==> src/pkg/pmsb_pkg.sv <==
`default_nettype none
package pmsb_pkg;
  // apb register map (byte addresses)
  localparam logic [7:0] PMSB_ADDR_PMCSR   = 8'h00;
  localparam logic [7:0] PMSB_ADDR_CTRL    = 8'h04;
  localparam logic [7:0] PMSB_ADDR_STATUS  = 8'h08;
  localparam logic [7:0] PMSB_ADDR_REPORT  = 8'h0c;
  localparam logic [7:0] PMSB_ADDR_DATASEL = 8'h10;
  // power management register fields
  localparam int PMSB_DATA_HI   = 31;
  localparam int PMSB_DATA_LO   = 24;
  localparam int PMSB_WPEND_BIT = 15;
  localparam int PMSB_SCALE_HI  = 14;
  localparam int PMSB_SCALE_LO  = 13;
  localparam int PMSB_RSEL_HI   = 12;
  localparam int PMSB_RSEL_LO   = 9;
  localparam int PMSB_WEN_BIT   = 8;
  localparam int PMSB_PST_HI    = 1;
  localparam int PMSB_PST_LO    = 0;
  // consumption report layout
  localparam int PMSB_RPT_VAL_HI = 9;
  localparam int PMSB_RPT_VAL_LO = 2;
  localparam int PMSB_RPT_SC_HI  = 1;
  localparam int PMSB_RPT_SC_LO  = 0;
  // scale codes
  localparam logic [1:0] PMSB_SCALE_UNKNOWN = 2'h0;
  localparam logic [1:0] PMSB_SCALE_CENTI   = 2'h2;
  localparam logic [1:0] PMSB_SCALE_MILLI   = 2'h3;
  // power states
  localparam logic [1:0] PMSB_D0 = 2'h0;
  localparam logic [1:0] PMSB_D1 = 2'h1;
  localparam logic [1:0] PMSB_D2 = 2'h2;
  localparam logic [1:0] PMSB_D3 = 2'h3;
  // ctrl register bits
  localparam int PMSB_CTRL_ROOT_BIT  = 0;
  localparam int PMSB_CTRL_AUXTY_BIT = 1;
  // status register bits
  localparam int PMSB_ST_LOWPWR_BIT = 0;
  localparam int PMSB_ST_D3COLD_BIT = 1;
  localparam int PMSB_ST_D3HOT_BIT  = 2;
  localparam int PMSB_ST_BUSY_BIT   = 3;
  localparam int PMSB_ST_AUX_BIT    = 4;
  localparam int PMSB_ST_RPTOK_BIT  = 5;
  localparam int PMSB_ST_FN_LO      = 8;
  localparam int PMSB_ST_FN_HI      = 10;
  localparam logic [1:0] PMSB_SEL_REPORT = 2'h0;
  localparam logic [31:0] PMSB_ZERO32 = 32'h0;
  localparam logic [7:0]  PMSB_ZERO8  = 8'h0;
  // wake sequencer states, gray from idle through exit to send
  typedef enum logic [1:0] {
    PMSB_W_IDLE = 2'b00,
    PMSB_W_EXIT = 2'b01,
    PMSB_W_SEND = 2'b11
  } pmsb_wake_e;
endpackage
`default_nettype wire

==> src/logic/pmsb_sideband.sv <==
// How it works
// - root port sends turnoff message on control
// - endpoint control returns turnoff ack upstream
// - root port pulses status on ack received
// - endpoint pulses status on turnoff received
// - a wake request rising edge sends wake when enabled, in endpoint role and with the sequencer idle
// - leave low power first, then send wake
// - wake event tagged with given function number
// - scale codes: unknown, 0.01, 0.001
// - bits 31:24 hold data register value
// - bit 15 shows pending wake regardless enable
// - bits 14:13 scale, read-only
// - bits 12:9 select reported quantity
// - bit 8 enables wake messages
// - bits 1:0 encode D0 to D3
// - D3 plus aux type means cold
//
// Decided for this implementation: the placing of the registers and register access over APB.
`timescale 1ns/100ps
`default_nettype none
module pmsb_sideband
  import pmsb_pkg::*;
(
  // clock and reset
  input  wire logic        CORE_CLK,
  input  wire logic        ARST_N,
  // apb slave
  input  wire logic        PSEL,
  input  wire logic        PENABLE,
  input  wire logic        PWRITE,
  input  wire logic [7:0]  PADDR,
  input  wire logic [31:0] PWDATA,
  output logic [31:0]      PRDATA,
  output logic             PREADY,
  output logic             PSLVERR,
  // application side
  input  wire logic        TURNOFF_CONTROL,
  output logic             TURNOFF_STATUS,
  input  wire logic        WAKE_EVENT_REQUEST,
  input  wire logic [2:0]  WAKE_EVENT_FUNCTION,
  input  wire logic [9:0]  CONSUMPTION_REPORT,
  input  wire logic        AUX_SUPPLY_FLAG,
  input  wire logic [2:0]  AUX_CURRENT_FIELD,
  // link side message events
  input  wire logic        LINK_TURNOFF_RX,
  input  wire logic        LINK_ACK_RX,
  input  wire logic        LINK_LOW_POWER,
  output logic             LINK_TURNOFF_TX,
  output logic             LINK_ACK_TX,
  output logic             LINK_WAKE_TX,
  output logic [2:0]       LINK_WAKE_FUNC,
  output logic             LINK_EXIT_LOW_POWER
);

  // registers
  logic [1:0]  pstate_reg;
  logic        wake_en_reg;
  logic [3:0]  rsel_reg;
  logic        root_reg;
  logic        aux_type_reg;
  logic        wake_pend_reg;
  logic [7:0]  dsel_reg;
  logic [2:0]  func_reg;
  pmsb_wake_e  wstate_reg;
  pmsb_wake_e  wstate_next;
  logic [31:0] prdata_reg;
  logic        pready_reg;
  logic        pslverr_reg;
  logic        tstat_reg;
  logic        tx_off_reg;
  logic        tx_ack_reg;
  logic        tx_wake_reg;
  logic [2:0]  wfunc_reg;
  logic        exit_reg;

  // edge detection
  logic ctl_rise;
  logic wake_rise;
  pmsb_edge u_ctl_edge (
    .CORE_CLK (CORE_CLK),
    .ARST_N   (ARST_N),
    .level_in (TURNOFF_CONTROL),
    .rise_out (ctl_rise)
  );
  pmsb_edge u_wake_edge (
    .CORE_CLK (CORE_CLK),
    .ARST_N   (ARST_N),
    .level_in (WAKE_EVENT_REQUEST),
    .rise_out (wake_rise)
  );

  function automatic logic addr_hit(input logic [7:0] a, input logic [7:0] r);
    addr_hit = (a == r);
  endfunction

  // apb decode
  wire acc     = PSEL & PENABLE & ~pready_reg;
  wire wr      = acc & PWRITE;
  wire hit_pm  = addr_hit(PADDR, PMSB_ADDR_PMCSR);
  wire hit_ct  = addr_hit(PADDR, PMSB_ADDR_CTRL);
  wire hit_st  = addr_hit(PADDR, PMSB_ADDR_STATUS);
  wire hit_rp  = addr_hit(PADDR, PMSB_ADDR_REPORT);
  wire hit_ds  = addr_hit(PADDR, PMSB_ADDR_DATASEL);
  wire mapped  = hit_pm | hit_ct | hit_st | hit_rp | hit_ds;

  // consumption report fields
  wire [7:0] rpt_val   = CONSUMPTION_REPORT[PMSB_RPT_VAL_HI:PMSB_RPT_VAL_LO];
  wire [1:0] rpt_scale = CONSUMPTION_REPORT[PMSB_RPT_SC_HI:PMSB_RPT_SC_LO];
  wire       rpt_ok    = (AUX_CURRENT_FIELD == 3'h0);
  wire       scale_ok  = (rpt_scale == PMSB_SCALE_CENTI) |
                         (rpt_scale == PMSB_SCALE_MILLI);
  // selection 0 shows the live report while the aux current field is zero, otherwise the data select register
  wire       sel_rpt   = (rsel_reg == {2'h0, PMSB_SEL_REPORT}) & rpt_ok;
  wire [7:0] data_fld  = sel_rpt ? rpt_val : dsel_reg;
  wire [1:0] scale_fld = (sel_rpt & scale_ok) ? rpt_scale : PMSB_SCALE_UNKNOWN;

  wire       low_pwr   = (pstate_reg != PMSB_D0) | LINK_LOW_POWER;
  wire       d3        = (pstate_reg == PMSB_D3);
  wire       d3_cold   = d3 & aux_type_reg;
  wire       d3_hot    = d3 & ~aux_type_reg;

  wire [31:0] pm_word = {data_fld, PMSB_ZERO8, wake_pend_reg, scale_fld, rsel_reg,
                         wake_en_reg, 6'h00, pstate_reg};
  wire [31:0] st_word = {21'h0, func_reg, 2'h0, rpt_ok, AUX_SUPPLY_FLAG,
                         (wstate_reg != PMSB_W_IDLE), d3_hot, d3_cold, low_pwr};
  wire [31:0] ct_word = {30'h0, aux_type_reg, root_reg};
  wire [31:0] rp_word = {22'h0, CONSUMPTION_REPORT};
  wire [31:0] ds_word = {24'h0, dsel_reg};
  wire [31:0] rd_mux  = hit_pm ? pm_word :
                        hit_ct ? ct_word :
                        hit_st ? st_word :
                        hit_rp ? rp_word :
                        hit_ds ? ds_word : PMSB_ZERO32;

  // wake request qualifies only in endpoint role, with enable
  wire wake_req  = wake_rise & ~root_reg;
  wire wake_go   = wake_req & wake_en_reg;
  wire idle      = (wstate_reg == PMSB_W_IDLE);
  // clear by software write of one; a new event wins over the clear
  wire pend_clr  = wr & hit_pm & PWDATA[PMSB_WPEND_BIT];

  always_comb begin
    wstate_next = wstate_reg;
    case (wstate_reg)
      PMSB_W_IDLE: begin
        if (wake_go) begin
          wstate_next = LINK_LOW_POWER ? PMSB_W_EXIT : PMSB_W_SEND;
        end
      end
      PMSB_W_EXIT: begin
        if (!LINK_LOW_POWER) begin
          wstate_next = PMSB_W_SEND;
        end
      end
      PMSB_W_SEND: wstate_next = PMSB_W_IDLE;
      default: wstate_next = PMSB_W_IDLE;
    endcase
  end

  // wake sequencer and message outputs
  always_ff @(posedge CORE_CLK or negedge ARST_N) begin
    if (!ARST_N) begin
      wstate_reg  <= PMSB_W_IDLE;
      tx_wake_reg <= 1'b0;
      wfunc_reg   <= 3'h0;
      exit_reg    <= 1'b0;
      func_reg    <= 3'h0;
    end else begin
      wstate_reg  <= wstate_next;
      tx_wake_reg <= (wstate_reg == PMSB_W_SEND);
      exit_reg    <= (wstate_next == PMSB_W_EXIT);
      if (idle && wake_go) begin
        func_reg <= WAKE_EVENT_FUNCTION;
      end
      if (wstate_reg == PMSB_W_SEND) begin
        wfunc_reg <= func_reg;
      end
    end
  end

  // turn-off handshake
  always_ff @(posedge CORE_CLK or negedge ARST_N) begin
    if (!ARST_N) begin
      tx_off_reg <= 1'b0;
      tx_ack_reg <= 1'b0;
      tstat_reg  <= 1'b0;
    end else begin
      tx_off_reg <= ctl_rise & root_reg;
      tx_ack_reg <= ctl_rise & ~root_reg;
      tstat_reg  <= root_reg ? LINK_ACK_RX : LINK_TURNOFF_RX;
    end
  end

  // software registers
  always_ff @(posedge CORE_CLK or negedge ARST_N) begin
    if (!ARST_N) begin
      pstate_reg    <= PMSB_D0;
      wake_en_reg   <= 1'b0;
      rsel_reg      <= 4'h0;
      root_reg      <= 1'b0;
      aux_type_reg  <= 1'b0;
      dsel_reg      <= 8'h00;
      wake_pend_reg <= 1'b0;
    end else begin
      if (wr && hit_pm) begin
        pstate_reg  <= PWDATA[PMSB_PST_HI:PMSB_PST_LO];
        wake_en_reg <= PWDATA[PMSB_WEN_BIT];
        rsel_reg    <= PWDATA[PMSB_RSEL_HI:PMSB_RSEL_LO];
      end
      if (wr && hit_ct) begin
        root_reg     <= PWDATA[PMSB_CTRL_ROOT_BIT];
        aux_type_reg <= PWDATA[PMSB_CTRL_AUXTY_BIT];
      end
      if (wr && hit_ds) begin
        dsel_reg <= PWDATA[7:0];
      end
      if (wake_req) begin
        wake_pend_reg <= 1'b1;
      end else if (pend_clr) begin
        wake_pend_reg <= 1'b0;
      end
    end
  end

  // apb answer one cycle into the access phase
  always_ff @(posedge CORE_CLK or negedge ARST_N) begin
    if (!ARST_N) begin
      pready_reg  <= 1'b0;
      pslverr_reg <= 1'b0;
      prdata_reg  <= PMSB_ZERO32;
    end else begin
      pready_reg  <= acc;
      pslverr_reg <= acc & ~mapped;
      prdata_reg  <= (acc & ~PWRITE) ? rd_mux : PMSB_ZERO32;
    end
  end

  assign PRDATA              = prdata_reg;
  assign PREADY              = pready_reg;
  assign PSLVERR             = pslverr_reg;
  assign TURNOFF_STATUS      = tstat_reg;
  assign LINK_TURNOFF_TX     = tx_off_reg;
  assign LINK_ACK_TX         = tx_ack_reg;
  assign LINK_WAKE_TX        = tx_wake_reg;
  assign LINK_WAKE_FUNC      = wfunc_reg;
  assign LINK_EXIT_LOW_POWER = exit_reg;
endmodule
`default_nettype wire

==> src/logic/pmsb_edge.sv <==
`timescale 1ns/100ps
`default_nettype none
module pmsb_edge (
  // clock and reset
  input  wire logic CORE_CLK,
  input  wire logic ARST_N,
  // level in, pulse out
  input  wire logic level_in,
  output logic      rise_out
);
  logic prev_reg;
  always_ff @(posedge CORE_CLK or negedge ARST_N) begin
    if (!ARST_N) begin
      prev_reg <= 1'b0;
    end else begin
      prev_reg <= level_in;
    end
  end
  assign rise_out = level_in & ~prev_reg;
endmodule
`default_nettype wire

==> config.mk <==
export PLATFORM = sky130hd
export DESIGN_NAME = pmsb_sideband
export DESIGN_NICKNAME = d
export VERILOG_FILES = /design/src/pkg/pmsb_pkg.sv /design/src/logic/pmsb_sideband.sv /design/src/logic/pmsb_edge.sv
export SDC_FILE = /design/constraint.sdc
export NUM_CORES = 1
export LEC_CHECK = 0
export ABC_AREA = 1
export BUFFER_PORTS_ARGS = -buffer_cell sky130_fd_sc_hd__buf_2
export CORE_MARGIN = 5
export CORE_UTILIZATION = 25
export CTS_BUF_LIST = sky130_fd_sc_hd__clkbuf_16
export CTS_CLUSTER_SIZE = 40
export DETAILED_ROUTE_END_ITERATION = 10
export PLACE_DENSITY_LB_ADDON = 0.25
export SKIP_LAST_GASP = 1
export SLEW_MARGIN = 20
export SYNTH_ARGS = -nofsm -noshare
export SYNTH_HDL_FRONTEND = slang
export SYNTH_SLANG_ARGS = --single-unit
export TNS_END_PERCENT = 50
==> constraint.sdc <==
create_clock -name CORE_CLK -period 1.44 [get_ports CORE_CLK]
set_input_delay 0.072 -clock CORE_CLK [delete_from_list [all_inputs] [get_ports CORE_CLK]]
set_output_delay 0.072 -clock CORE_CLK [all_outputs]
set_load 0.05 [all_outputs]
### Yosys cells after proc, flatten, opt, wreduce, memory -nomap -nowiden

Cells that the tools add are included.

| storage, ports and cells | value |
|---|---|
| bits of input ports | 67 |
| word-level logic and storage cells | 86 |
| latch bits | 0 |
| RAM bits | 0 |
| output and inout port bits | 42 |
| flip-flop bits (word level) | 67 |
| bits in read-only memories | 0 |
| memories kept | 0 |

| cells by class | value |
|---|---|
| bitwise gates (word level) | 30 |
| add/subtract/negate cells | 0 |
| multiplexer cells | 15 |
| divide/modulo/power cells | 0 |
| multipliers | 0 |
| shift-type cells | 0 |
| reductions and logical operators | 11 |
| order comparisons | 0 |
| equal/unequal tests | 10 |

Operator list:

| kind | count |
|---|---|
| 2-to-1 mux 32 bit | 2 |
| 2-to-1 mux 11 bit | 2 |
| bitwise AND 1 bit | 17 |
| == test 8 x 4 -> 1 bit, second input constant | 2 |
| 2-to-1 mux 8 bit | 2 |
| 2-to-1 mux 10 bit | 1 |
| == test 2 bit, second input constant | 4 |
| == test 8 x 3 -> 1 bit, second input constant | 1 |
| == test 8 x 5 -> 1 bit, second input constant | 1 |
| logical NOT 8 bit | 1 |
| 2-to-1 mux 2 bit | 4 |
| inverter 1 bit | 7 |
| OR 1 bit | 6 |
| nonzero test 2 bit | 3 |
| == test 2 x 1 -> 1 bit, second input constant | 2 |
| logical AND 1 bit | 4 |
| logical NOT 4 bit | 1 |
| case mux 2 bit (2 select lines) | 1 |
| logical NOT 3 bit | 1 |
| 2-to-1 mux 1 bit | 3 |
| logical NOT 2 bit | 1 |

### Logic depth before layout (Yosys ltp)

| logic depth | value |
|---|---|
| depth in word-level cells | 7 |
| gate-level depth with buffers | 10 |
| depth with buffers taken out | 10 |

### Modules after synthesis

Synthesis repeated with hierarchy kept, for this count alone.

| unflattened totals | value |
|---|---|
| cell total of the unflattened synthesis | 313 |
| area, all modules | 2760.1 um^2 |

By module, submodules not included:

| module | times used | area an instance (um^2) | cells each | sequential area each (um^2) |
|---|---|---|---|---|
| pmsb_sideband | 1 | 2690.1 | 307 | 1426.4 |
| pmsb_edge | 2 | 35.0 | 3 | 25.0 |

### Least setup slack after synthesis

OpenSTA, ideal clock, no wires.

| timing | value |
|---|---|
| path type | reg-to-reg |
| start point | register pready_reg (netlist: PREADY) |
| end point | register dsel_reg[0] |
| required time | 1.322 ns |
| period minus slack after synthesis | 1.472 ns |
| setup time | 0.118 ns |
| cell stages (with the launch flop) | 9 |
| slack | -0.032 ns |
| data arrival time | 1.353 ns |
| path through | dfrtp_1 nor2_2 inv_2 nor2_4 buf_6 nand2_1 buf_6 nand2_1 o21ai_2 |

| on the way | value |
|---|---|
| longest elaborated chain between the ends | 4 |

Ends and longest elaborated chain:

| what | line | source |
|---|---|---|
| start: declaration | pmsb_sideband.sv:67 | `logic pready_reg;` |
| start signal: assignment | pmsb_sideband.sv:228 | `pready_reg <= 1'b0;` |
| start signal: assignment | pmsb_sideband.sv:232 | `pready_reg <= acc;` |
| inverter 1 bit | pmsb_sideband.sv:97 | `wire acc = PSEL & PENABLE & ~pready_reg;` |
| bitwise AND 1 bit | pmsb_sideband.sv:97 |  |
| named net acc | pmsb_sideband.sv:97 |  |
| bitwise AND 1 bit | pmsb_sideband.sv:98 | `wire wr = acc & PWRITE;` |
| logical AND 1 bit | pmsb_sideband.sv:214 | `if (wr && hit_ds) begin` |
| end signal: assignment | pmsb_sideband.sv:215 | `dsel_reg <= PWDATA[7:0];` |
| end: declaration | pmsb_sideband.sv:62 | `logic [7:0] dsel_reg;` |

The timed path passes the listed nets, and every way through them passes these cells.
A chain may end at the register's enable or synchronous reset.

### Worst setup path after layout

| timing | value |
|---|---|
| start point | register pready_reg (netlist: PREADY) |
| end point | register prdata_reg[7] (netlist: PRDATA[7]) |

| on the way | value |
|---|---|
| longest elaborated chain between the ends | 4 |

Ends and longest elaborated chain:

| what | line | source |
|---|---|---|
| inverter 1 bit | pmsb_sideband.sv:97 |  |
| bitwise AND 1 bit | pmsb_sideband.sv:97 |  |
| named net acc | pmsb_sideband.sv:97 |  |
| bitwise AND 1 bit | pmsb_sideband.sv:234 | `prdata_reg <= (acc & ~PWRITE) ? rd_mux : PMSB_ZERO32;` |
| 2-to-1 mux 32 bit | pmsb_sideband.sv:234 |  |
| end signal: assignment | pmsb_sideband.sv:234 |  |
| end: declaration | pmsb_sideband.sv:66 | `logic [31:0] prdata_reg;` |

The timed path passes the listed nets, and every way through them passes these cells.

==> impl_metrics.tcl <==
set metrics [dict create \
    htreeDepth 3 \
    crit_chain "nor2_2 -> inv_2 -> nor2_4 -> buf_6 -> nand2_8 -> nor2_4 -> o21ai_1 -> nor2_1" \
    slowest_delay_ns 0.40 \
    syn_inst 301 \
    drc 0 \
    areaGrowthSynthToFinish_pct 39.5 \
    required_ns 1.69 \
    grt_first_pass_wirelength_um 11800 \
    dpl_cell_area_um2 3330 \
    yosys_warnings 0 \
    drive_gt1_share_pct 37.3 \
    die-area_um2 13100 \
    fillCellCount 1165 \
    layout_common_cells "buf_2, dfrtp_1, nand2_1, nor2_1, inv_1" \
    rows 38 \
    grtUsageMet1_pct 15.2 \
    grt_max_degree 52 \
    num_vias 2320 \
    wl_per_cell_um 13.0 \
    vias_per_cell 4.14 \
    cp_max_fo 5 \
    drtIter0Drc 65 \
    p_leak_nw 2.09 \
    power_mw 4.68 \
    grt_pass1_vias 2431 \
    io_pins 109 \
    path_buf_inv 2 \
    syn_area_per_cell_um2 9.05 \
    fin_ws_ns 0.0837 \
    synthTopCellsByArea "dfrtp_1, nand2_1, nor2_1" \
    finalCritPeriodShare_pct 94.2 \
    synth.ff_latch_count 59 \
    finalClockSkew_ns 0.00597 \
    vdd_ir_drop_max_v 0.000699 \
    cp.arrival_ns 1.61 \
    fmax_mhz 737 \
    grt_use_met3_pct 2.91 \
    worst_path_max_delay_cell "dfrtp_2" \
    largest_reg_flops 24 \
    cts_root_buffer "clkbuf_16" \
    ys_seq_area_share_pct 54.2 \
    gp_congestion 0.836 \
    r2r_setup_slack_ns 0.08 \
    post-dp-hpwl_um 5850 \
    antenna_found_initial 0 \
    initial_utilization_pct 25.4 \
    cts_tree "done" \
    cts_buffers 9 \
    die_y_um 114 \
    final_area_um2 3800 \
    fp.coreArea_um2 10700 \
    cap_violations 0 \
    wl_um 7320 \
    met2_usage_pct 18.5 \
    fp.dieW_um 114 \
    crit_top_cell "nor2_4" \
    rsz0062_at_grt "yes" \
    hold_ws_ns 0.0119 \
    worstSetupPathType "reg -> reg" \
    setup_violations 0 \
    portBuffers 82 \
    yosysTopAreaCell "dfrtp_1" \
    finalHoldViolations 0 \
    cp_top_family "simple AND/OR/NAND/NOR gates" \
    netlist_area_um2 2730 \
    clkTransAtPathRegs_ns 0.05 \
    firstDrtPassIters 4 \
    dp_slack_ns 0.0283 \
    period_needed_ns 1.36 \
    drv_slew 0 \
    crit_path_end_kind "register" \
    final_common_cell "buf_2" \
    cts.sinks 59 \
    grt.busiest_layer "met2" \
    final_util_pct 35.4 \
    diodes 0 \
    cts_buffer_depth 2 \
    clk_latency_ns 0.32 \
    ant_nets 0 \
    nets 483 \
    power.density_nw_per_um2 1230 \
    status "completed" \
    synth_cell_types 35 \
    globalRoute.totalOverflow 0 \
    grt_usage_pct 11.6 \
    synth_top_area_share_pct 54.2 \
    start_kind "register" \
    hp-class "in -> reg" \
]
[worst reg2reg max path: cells and delay by family (launching register included)]
family                 cells  cell delay [ns]
buffers and inverters      2             0.22
DFF                        1             0.40
AOI/OAI and AO/OA          1             0.09
and+or+nand+nor            5             0.59
[layer usage]
metal  vias to the layer above  share of wire [%]
met4                         0                1.0
li1                       1167                  -
met1                      1090                 47
met5                         -                  0
met2                        55                 47
met3                         8                4.7
[Yosys cell counts]
cell	instances
nor3b_1	1
a211oi_2	1
nor2_8	1
o211ai_1	1
o21ai_1	10
inv_1	24
inv_4	1
o21a_1	1
nand3_2	2
nor2_2	3
a21oi_2	1
nand2_1	59
a21oi_1	10
mux2_2	1
o31ai_1	1
nor2_1	39
nor3b_2	1
nand3b_1	1
nor3_1	2
o21ai_0	7
nand3_1	22
nor2_4	4
inv_2	13
buf_6	5
buf_4	8
nand2_4	2
o22ai_1	2
nand2_2	7
buf_2	1
nor3_2	5
a21o_1	1
dfrtp_1	59
o21ai_2	2
conb_1	1
a211oi_1	2
[layout make-up]
class	count	area (µm²)	share of cell area (%)
multi-input combinational	197	1040	27.4
clock inverter	7	53.8	1.41
sequential	59	1480	38.9
clock buffer	9	225	5.92
timing repair buffer	111	684	18.0
inverter	38	145	3.82
tap	140	175	4.61
[where the power goes]
group	switching, mW	total, mW	internal (mW)	leakage, nW
registers	0.0598	1.86	1.80	0.767
logic	0.600	0.838	0.238	1.17
clock network	0.678	1.98	1.30	0.152
total	1.34	4.68	3.34	2.09
[through the flow]
| step | instances | TNS, ns |
|---|---|---|
| 2_1_floorplan | 308 | 0 |
| 3_3_place_gp | 529 | 0 |
| 3_5_place_dp | 529 | 0 |
| 4_1_cts | 559 | 0 |
| 5_1_grt | 561 | -0.0373 |
| 6_report | 561 | 0 |
[logic make-up (layout without fill, tap and decap cells)]
group,count (synthesis),count (layout),synth area share (%)
DFF,59,59,54.2
and+or+nand+nor,149,149,27.0
AOI/OAI and AO/OA,39,39,8.49
other,1,8,0.138
muxes,1,1,0.413
buffers and inverters,52,165,9.78
[path summary, 6_finish.rpt]
path,startpoint,end,cells past startpoint
worst max-delay path,PREADY$_DFF_PN0_,PRDATA[7]$_DFF_PN0_,8
worst min-delay path,PWDATA[12],rsel_reg[3]$_DFFE_PN0N_,3
worst max register to register,PREADY$_DFF_PN0_,PRDATA[7]$_DFF_PN0_,8
worst min register to register,u_ctl_edge.prev_reg$_DFF_PN0_,LINK_ACK_TX$_DFF_PN0_,1
max in group asynchronous,ARST_N,dsel_reg[4]$_DFFE_PN0P_,3
min in group asynchronous,ARST_N,LINK_TURNOFF_TX$_DFF_PN0_,2
[what timing repair did]
item / 4_1_cts / 5_1_grt
setup endpoints to repair: 0 / 17
hold buffers: 14 / 0
endpoints found under the hold margin: 72 / 0
gates resized for setup: 0 / 9
setup buffers: 0 / 3
(Power assumes the default switching activity.)
